==> src/pkg/arb_pkg.sv <==
// Purpose : Shared constants and carriers for the redundant controller arbiter
// Assumes : Two control card slots, one 250 MHz clock, synchronous reset
// Notes   : Slot 0 wins a tie when neither card holds the grant

package arb_pkg;

    // ----------------------------------------------------------------
    // Sizes and fixed choices
    // ----------------------------------------------------------------
    localparam int unsigned SLOTS     = 2;      // Control card slots
    localparam int unsigned PRIO_SLOT = 0;      // Slot that wins a tie
    localparam logic        ACTIVE_RST = 1'b0;  // Active indication at reset
    localparam logic        IRQ_RST    = 1'b0;  // Interrupt pulse at reset
    localparam logic        PIN_RST    = 1'b0;  // Synchroniser stages at reset

    // ----------------------------------------------------------------
    // Arbiter states, one-hot
    // ----------------------------------------------------------------
    typedef enum logic [2:0] {
        ARB_IDLE   = 3'b001,                    // Nobody holds the grant
        ARB_GRANT0 = 3'b010,                    // Slot 0 is active
        ARB_GRANT1 = 3'b100                     // Slot 1 is active
    } arb_state_t;

    // ----------------------------------------------------------------
    // Per-card indication bundle
    // ----------------------------------------------------------------
    typedef struct packed {
        logic active;                           // This card is the primary
        logic irq;                              // One-cycle interrupt pulse
        logic peer_ready;                       // Readiness of the other card
        logic peer_active;                      // Active state of the other card
    } card_stat_t;

endpackage

==> src/logic/pin_sync.sv <==
// Purpose : Bring one asynchronous pin level into the clock domain
// Assumes : Pin changes slowly compared to the clock
// Notes   : A change is accepted once stages two and three agree

`timescale 1ns/1ps

module pin_sync
    import arb_pkg::*;
(
    input  wire logic clock,      // System clock
    input  wire logic rst,        // Synchronous reset, active high
    input  wire logic pin_in,     // Raw pin level
    output logic      level_out   // Filtered, synchronised level
);

    // ----------------------------------------------------------------
    // Stage registers
    // ----------------------------------------------------------------
    logic s1_q, s1_d;             // First stage, read only by second
    logic s2_q, s2_d;             // Second stage
    logic s3_q, s3_d;             // Third stage
    logic lvl_q, lvl_d;           // Accepted level

    // Next values of the chain
    always_comb
    begin
        s1_d  = pin_in;
        s2_d  = s1_q;
        s3_d  = s2_q;
        lvl_d = lvl_q;
        // Accept only when two later stages agree
        if (s2_q == s3_q)
        begin
            lvl_d = s3_q;
        end
    end

    // Register the chain
    always_ff @(posedge clock)
    begin
        if (rst)
        begin
            s1_q  <= PIN_RST;
            s2_q  <= PIN_RST;
            s3_q  <= PIN_RST;
            lvl_q <= PIN_RST;
        end
        else
        begin
            s1_q  <= s1_d;
            s2_q  <= s2_d;
            s3_q  <= s3_d;
            lvl_q <= lvl_d;
        end
    end

    assign level_out = lvl_q;

endmodule

==> src/logic/redundant_controller_arbiter.sv <==
// Purpose : Pick which of two control cards is active, the other standby
// Assumes : Card readiness and presence arrive as asynchronous pin levels
// Notes   : Slot 0 has priority on a tie; grant never moves while holder ready

`timescale 1ns/1ps

module redundant_controller_arbiter
    import arb_pkg::*;
(
    input  wire logic         clock,         // 250 MHz system clock
    input  wire logic         rst,           // Synchronous reset, active high
    input  wire logic [1:0]   card_ready,    // Readiness pin per card
    input  wire logic [1:0]   card_present,  // Card seated and powered, per slot
    output card_stat_t [1:0]  card_status    // Indications back to each card
);

    // ----------------------------------------------------------------
    // Input synchronisation
    // ----------------------------------------------------------------
    logic [1:0] rdy_s;                       // Synchronised readiness
    logic [1:0] pres_s;                      // Synchronised presence
    logic [1:0] ok;                          // Card eligible for the grant

    // One synchroniser per pin
    genvar gi;
    generate
        for (gi = 0; gi < SLOTS; gi++)
        begin : g_sync
            pin_sync u_rdy
            (
                .clock     (clock),
                .rst       (rst),
                .pin_in    (card_ready[gi]),
                .level_out (rdy_s[gi])
            );
            pin_sync u_pres
            (
                .clock     (clock),
                .rst       (rst),
                .pin_in    (card_present[gi]),
                .level_out (pres_s[gi])
            );
        end
    endgenerate

    // A removed or unpowered card counts as not ready
    assign ok = rdy_s & pres_s;

    // ----------------------------------------------------------------
    // Arbitration state machine
    // ----------------------------------------------------------------
    arb_state_t state_q, state_d;            // Current holder

    // Next holder
    always_comb
    begin
        state_d = state_q;
        case (state_q)
            // No holder: grant only a ready card, slot 0 first
            ARB_IDLE:
            begin
                if (ok[PRIO_SLOT])
                begin
                    state_d = ARB_GRANT0;
                end
                else if (ok[1])
                begin
                    state_d = ARB_GRANT1;
                end
            end
            // Slot 0 holds the grant
            ARB_GRANT0:
            begin
                if (!ok[0])
                begin
                    if (ok[1])
                    begin
                        state_d = ARB_GRANT1;
                    end
                    else
                    begin
                        state_d = ARB_IDLE;
                    end
                end
            end
            // Slot 1 holds the grant
            ARB_GRANT1:
            begin
                if (!ok[1])
                begin
                    if (ok[0])
                    begin
                        state_d = ARB_GRANT0;
                    end
                    else
                    begin
                        state_d = ARB_IDLE;
                    end
                end
            end
            // Illegal code: drop the grant safely
            default:
            begin
                state_d = ARB_IDLE;
            end
        endcase
    end

    // Register the holder
    always_ff @(posedge clock)
    begin
        if (rst)
        begin
            state_q <= ARB_IDLE;
        end
        else
        begin
            state_q <= state_d;
        end
    end

    // ----------------------------------------------------------------
    // Indications to the cards
    // ----------------------------------------------------------------
    logic [1:0] act_q, act_d;                // Active per card
    logic       irq_q, irq_d;                // Change pulse, sent to both
    logic [1:0] fwd_q, fwd_d;                // Forwarded readiness

    // Next indications
    always_comb
    begin
        act_d[0] = (state_d == ARB_GRANT0);
        act_d[1] = (state_d == ARB_GRANT1);
        irq_d = (act_d != act_q);
        fwd_d[0] = rdy_s[1];
        fwd_d[1] = rdy_s[0];
    end

    // Register the indications
    always_ff @(posedge clock)
    begin
        if (rst)
        begin
            act_q <= {SLOTS{ACTIVE_RST}};
            irq_q <= IRQ_RST;
            fwd_q <= {SLOTS{PIN_RST}};
        end
        else
        begin
            act_q <= act_d;
            irq_q <= irq_d;
            fwd_q <= fwd_d;
        end
    end

    // Pack per-card bundles, peer fields mirror the other slot
    always_comb
    begin
        card_status[0].active      = act_q[0];
        card_status[0].irq         = irq_q;
        card_status[0].peer_ready  = fwd_q[0];
        card_status[0].peer_active = act_q[1];
        card_status[1].active      = act_q[1];
        card_status[1].irq         = irq_q;
        card_status[1].peer_ready  = fwd_q[1];
        card_status[1].peer_active = act_q[0];
    end

    // ----------------------------------------------------------------
    // Checks
    // ----------------------------------------------------------------

    // Never two active cards
    property p_one_active;
        @(posedge clock) disable iff (rst)
        !(card_status[0].active && card_status[1].active);
    endproperty
    a_one_active: assert property (p_one_active) else $error("Both cards active");

    // Readiness seen by card 0 is card 1's, one cycle late
    property p_forward;
        @(posedge clock) disable iff (rst)
        ##1 (card_status[0].peer_ready == $past(rdy_s[1]))
            && (card_status[1].peer_ready == $past(rdy_s[0]));
    endproperty
    a_forward: assert property (p_forward) else $error("Readiness not forwarded");

    // A card granted slot 1 was eligible when the grant was decided
    property p_only_ready;
        @(posedge clock) disable iff (rst)
        $rose(card_status[1].active) |-> $past(ok[1]);
    endproperty
    a_only_ready: assert property (p_only_ready) else $error("Unready card granted");

    // Slot 0 likewise was eligible when its grant was decided
    property p_only_ready0;
        @(posedge clock) disable iff (rst)
        $rose(card_status[0].active) |-> $past(ok[0]);
    endproperty
    a_only_ready0: assert property (p_only_ready0) else $error("Unready card granted");

    // Any change of active raises the interrupt on both cards
    property p_irq_both;
        @(posedge clock) disable iff (rst)
        $changed(card_status[0].active) || $changed(card_status[1].active)
            |-> card_status[0].irq && card_status[1].irq;
    endproperty
    a_irq_both: assert property (p_irq_both) else $error("Missing interrupt");

    // Holder 0 fails, ready standby takes over next cycle with interrupt
    property p_failover;
        @(posedge clock) disable iff (rst)
        card_status[0].active && !ok[0] && ok[1]
            |=> card_status[1].active && card_status[1].irq && !card_status[0].active;
    endproperty
    a_failover: assert property (p_failover) else $error("No fail over");

    // Tie with no holder goes to slot 0
    property p_tie;
        @(posedge clock) disable iff (rst)
        (state_q == ARB_IDLE) && (ok == 2'h3)
            |=> card_status[0].active && !card_status[1].active;
    endproperty
    a_tie: assert property (p_tie) else $error("Tie not resolved to slot 0");

    // Slot 1 keeps the grant while ready, even with slot 0 ready
    property p_keep1;
        @(posedge clock) disable iff (rst)
        card_status[1].active && ok[1] |=> card_status[1].active;
    endproperty
    a_keep1: assert property (p_keep1) else $error("Grant moved from ready holder");

    // Slot 0 keeps the grant while ready; only the cycle after counts,
    // since readiness may drop again at any later cycle
    property p_keep0;
        @(posedge clock) disable iff (rst)
        card_status[0].active && ok[0]
            |=> card_status[0].active && !card_status[1].active;
    endproperty
    a_keep0: assert property (p_keep0) else $error("Grant dropped by ready holder");

endmodule

==> config.mk <==
export PLATFORM = sky130hd
export DESIGN_NAME = redundant_controller_arbiter
export DESIGN_NICKNAME = d
export VERILOG_FILES = /design/src/pkg/arb_pkg.sv /design/src/logic/pin_sync.sv /design/src/logic/redundant_controller_arbiter.sv
export SDC_FILE = /design/constraint.sdc
export NUM_CORES = 1
export LEC_CHECK = 0
export ABC_AREA = 1
export BUFFER_PORTS_ARGS = -buffer_cell sky130_fd_sc_hd__buf_2
export CAP_MARGIN = 0
export CORE_MARGIN = 2
export CORE_UTILIZATION = 35
export DETAILED_ROUTE_END_ITERATION = 10
export PLACE_DENSITY = 0.61
export SETUP_SLACK_MARGIN = 0.5
export SYNTH_ARGS = -nofsm -noshare
export SYNTH_HDL_FRONTEND = slang
export SYNTH_SLANG_ARGS = --single-unit
==> constraint.sdc <==
create_clock -name clock -period 1.05 [get_ports clock]
set_input_delay 0.21 -clock clock [delete_from_list [all_inputs] [get_ports clock]]
set_output_delay 0.21 -clock clock [all_outputs]
set_load 0.03 [all_outputs]
Word level (Yosys, flattened, before mapping)
Cells that the tools add are included.

cells by class
  equality and inequality tests = 10
  multiplexer cells = 7
  bitwise operators = 1

operators by type and width
  operator                                                          count
  3-bit two-way mux                                                 5
  3-bit one-hot mux with 3 select lines                             1
  3-bit by 2-bit == test with 1-bit output (second input constant)  2
  3-bit == test (second input constant)                             2
  1-bit == test                                                     4
  3-bit by 1-bit == test with 1-bit output (second input constant)  1
  2-bit bitwise AND                                                 1
  2-bit two-way mux                                                 1
  2-bit != test                                                     1

storage, ports and cells
  bits in registers = 24
  input port bits = 6
  output and inout port bits = 8
  logic and storage cells = 38

Logic depth before layout (Yosys ltp)
  depth in word-level cells = 6
  gate-level depth with buffers = 9
  mapped depth without buffers = 9

Cells and area by module
A second synthesis with hierarchy kept.

second synthesis, totals
  cell total of the unflattened synthesis = 101
  area, all modules = 845.8 um2

modules (own cells, without submodules)
  module                        times used  cells each  area an instance (um2)  sequential area each (um2)
  pin_sync                      4           13          121.4                   80.1
  redundant_controller_arbiter  1           49          360.3                   160.2

Least setup slack after synthesis
OpenSTA, ideal clock, no wires.

  kind = register -> register
  start point = register state_q[1]
  end point = register irq_q
  library setup time = 109 ps
  data arrival time = 863 ps
  data required time = 941 ps
  path slack = 78 ps
  stages on the path, launching flop included = 9
  path buffers = 0
  period minus slack after synthesis = 972 ps
  cells stage by stage = dfxtp_1 nor2_2 nand2_2 a21oi_2 nand2_2 nand2_1 nand3_1 nand2_1 inv_1

between the ends
  cells in the longest elaborated chain, start to end = 5
  elaborated cells between the ends (all ways) = 11
  those cells by class = eq/ne: 6; mux: 5

RTL lines
  item                                                                       RTL line                                                                  source
  start, declared                                                            redundant_controller_arbiter.sv:52                                        arb_state_t state_q, state_d;
  start signal, assigned                                                     redundant_controller_arbiter.sv:118                                       state_q <= state_d;
  3-bit two-way mux                                                          redundant_controller_arbiter.sv:66                                        else if (ok[1])
  3-bit two-way mux                                                          redundant_controller_arbiter.sv:62                                        if (ok[PRIO_SLOT])
  3-bit one-hot mux with 3 select lines *                                    redundant_controller_arbiter.sv:58                                        case (state_q)
  3-bit by 2-bit == test with 1-bit output or 3-bit == test (tied branches)  redundant_controller_arbiter.sv:132, redundant_controller_arbiter.sv:133
  2-bit != test *                                                            redundant_controller_arbiter.sv:134                                       irq_d = (act_d != act_q);
  end signal, assigned                                                       redundant_controller_arbiter.sv:151                                       irq_q <= irq_d;
  end, declared                                                              redundant_controller_arbiter.sv:126                                       logic irq_q, irq_d;

Every way passes the cells marked *; elsewhere a longest branch is shown, timed or not.
A chain may end at the register's enable or synchronous reset.

Worst setup path after layout
  start point = register state_q[0]
  end point = register irq_q

The elaborated chain is that of the path after synthesis.

==> reports/results.ini <==
[status]
violations = negative setup slack
status = finished, violations left

[critical_path]
path_cells = nor2_4 -> nand2_2 -> a21oi_2 -> nand2_2 -> nand2_1 -> nand3_1 -> nand2_1 -> inv_1
start_kind = register
slowest_delay_ns = 0.38
setup.worst_path.class = register to register
crit_path_max_fanout = 3
crit_arrival_ns = 1.30
worstSetupEndpointType = register
slowest_stage = dfxtp_4
r2r_cells = 8
worstPathRequired_ns = 1.28

[clock_network]
clk_pin_slew_ns = 0.13
ctsLongestPathBuffers = 2
cts_root_buf = clkbuf_4
cts_sinks = 24
numCtsBuffers = 3
h-tree-depth = 1
cts_tree = yes
clock_latency_ns = 0.31

[global_route]
grt_util_all_layers_pct = 11.1
grt_pass1_vias = 574
grt_pass1_wl_um = 2240
grt_overflow = 0
grt_antenna_before_repair = 0
grt_start_max_net_pins = 15

[floorplanning]
dieWidth_um = 52.4
die_height_um = 52.4
ioPinCount = 14
die_area_mm2 = 0.00275
start_util_pct = 37.1
core_area_mm2 = 0.00221
rows = 17

[layout]
multi_input_area_um2 = 238
layout-drive-gt1-share_pct = 41.5
nets = 125
n_fill_cell = 211
diodes = 0
synthToLayoutAreaGrowth_pct = 30.3
regArea_um2 = 514

[power_and_ir_drop]
p_clk_share_pct = 36.9
p_leak_nw = 0.487
powerDensity_mw_per_mm2 = 1440
p_sw_share_pct = 20.1
internal_power_mw = 1.23
p_sw_mw = 0.309
seq_power_share_pct = 60.0
ir_worst_vdd_mv = 1.04
comb_power_share_pct = 3.1

[routing]
drt_wl_total_um = 1210
drc = 0
drt_iter0_drc = 7
ant_nets = 0
viasPerCell = 4.16
num_vias = 607
wire_per_inst_um = 8.31
drt_pass1_iterations = 5

[placed_design]
io_buffers = 13
dp_slack_ns = -0.00627
gp_congestion = 0.699
place_hpwl_um = 882

[sta]
drv_slew = 0
worst_pin_slew_ns = 0.253
max_slew_margin_pct = 83.1
setup_ws_ns = -0.0210
rsz0062_at_grt = true
setup_viol = 1
fmax_ghz = 0.934
finClkSkew_ns = 0.00121
fin_crit_ns = 1.07
hold_ws_ns = 0.0887
finalCritPeriodShare_pct = 102
timing.final.hold_violations = 0

[logic_synthesis]
synth_area_per_cell_um2 = 8.13
ys_top_cells_by_count = nor2_1, dfxtp_1, inv_1, nand2_1, buf_4
syn_inst = 101
synthFlopType = dfxtp_1
synth_area_leaders = dfxtp_1, nor2_1, inv_1
ys_ff_latch = 24
synthArstFlopShare_pct = 0
yosysUniqueCellTypes = 14
ys_seq_area_share_pct = 58.5
ys.warnings.count = 0
mappedNetlistNets = 107
synth_edf_count = 0
synth_most_common_cell = nor2_1
synth_top_area_share_pct = 58.5
yosysTopAreaCell = dfxtp_1
syn_area_um2 = 821

[flow_run]
maxCapViolations = 0

[worst_hold_path]
hp-class = input pin to register
whs_path_depth = 3

[flip-flops by register name (all words and copies together) (netlist names)]
signal                   count
act_q                        2
fwd_q                        2
g_sync.u_pres.level_out      2
g_sync.u_pres.s1_q           2
g_sync.u_pres.s2_q           2
g_sync.u_pres.s3_q           2
g_sync.u_rdy.level_out       2
g_sync.u_rdy.s1_q            2
g_sync.u_rdy.s2_q            2
g_sync.u_rdy.s3_q            2
irq_q                        1
state_q                      3
[metal layers]
metal	GRT usage, %	wire length (µm)	up-vias
met2	18.8	611	9
met3	6.00	62	0
met4	1.28	0	0
met5	0	0	-
li1	-	-	329
met1	12.7	539	269
[repair_timing]
item                                    CTS  global route
resized for setup                        28             5
hold buffers                              0             0
endpoints found under the setup margin   23            24
pin swaps                                 2             2
buffers inserted                          3             0
[critical path, delay by kind of cell, from the launching register on]
kind	cells	cell delay, ns
AND/OR/NAND/NOR	6	0.45
flip-flops	1	0.38
AO/OA/AOI/OAI	1	0.13
buffers and inverters	1	0.04
[kinds of logic (layout without fill, tap and decap cells)]
kind of cell	count (synthesis)	after routing	share of synthesized area, %
simple gates	44	44	22.4
buf+inv	26	43	14.3
flops	24	24	58.5
compound gates	7	7	4.73
[worst paths after layout]
check        slack (ns)                        startpoint                               end
max               -0.02             state_q[0]$_SDFF_PP1_                  irq_q$_SDFF_PP0_
min                0.09                     card_ready[1]   g_sync[1].u_rdy.s1_q$_SDFF_PP0_
min reg2reg        0.41  g_sync[1].u_pres.s1_q$_SDFF_PP0_  g_sync[1].u_pres.s2_q$_SDFF_PP0_
max reg2reg       -0.02             state_q[0]$_SDFF_PP1_                  irq_q$_SDFF_PP0_
[power by group through the flow]
stage	sequential (mW)	combinational (mW)	clock, mW
after global routing	0.924	0.0570	0.626
final	0.922	0.0480	0.566
after floorplan	0.948	0.0372	0
after CTS	0.927	0.0490	0.585
after global placement	0.949	0.0471	0
after detailed placement	0.949	0.0487	0
[layout make-up]
type	instances	share of cell area, %
Tap cell	28	3.27
Clock buffer	4	4.44
Sequential cell	24	48.1
Inverter	20	7.02
Multi-Input combinational cell	51	22.2
Timing Repair Buffer	19	15.0
[metrics by stage]
| step | util (%) | std cells | setup TNS, ns | area, µm² | total power, mW |
|---|---|---|---|---|---|
| final | 48.4 | 146 | -0.0210 | 1070 | 1.54 |
| after global routing | 48.4 | 146 | -0.323 | 1070 | 1.61 |
| after CTS | 47.9 | 146 | 0 | 1060 | 1.56 |
| after detailed placement | 41.5 | 139 | -0.00627 | 918 | 0.998 |
| after global placement | 41.5 | 139 | 0 | 918 | 0.996 |
| after floorplan | - | 101 | 0 | 860 | 0.985 |
[cells in the final DEF (no fill, tap or decap), drive strengths merged]
master	n
inv	20
nand2	13
a21oi	5
o21ai	2
clkbuf	4
dfxtp	24
nor2	26
nand3	5
buf	19
Power figures use the tool's default switching activity.
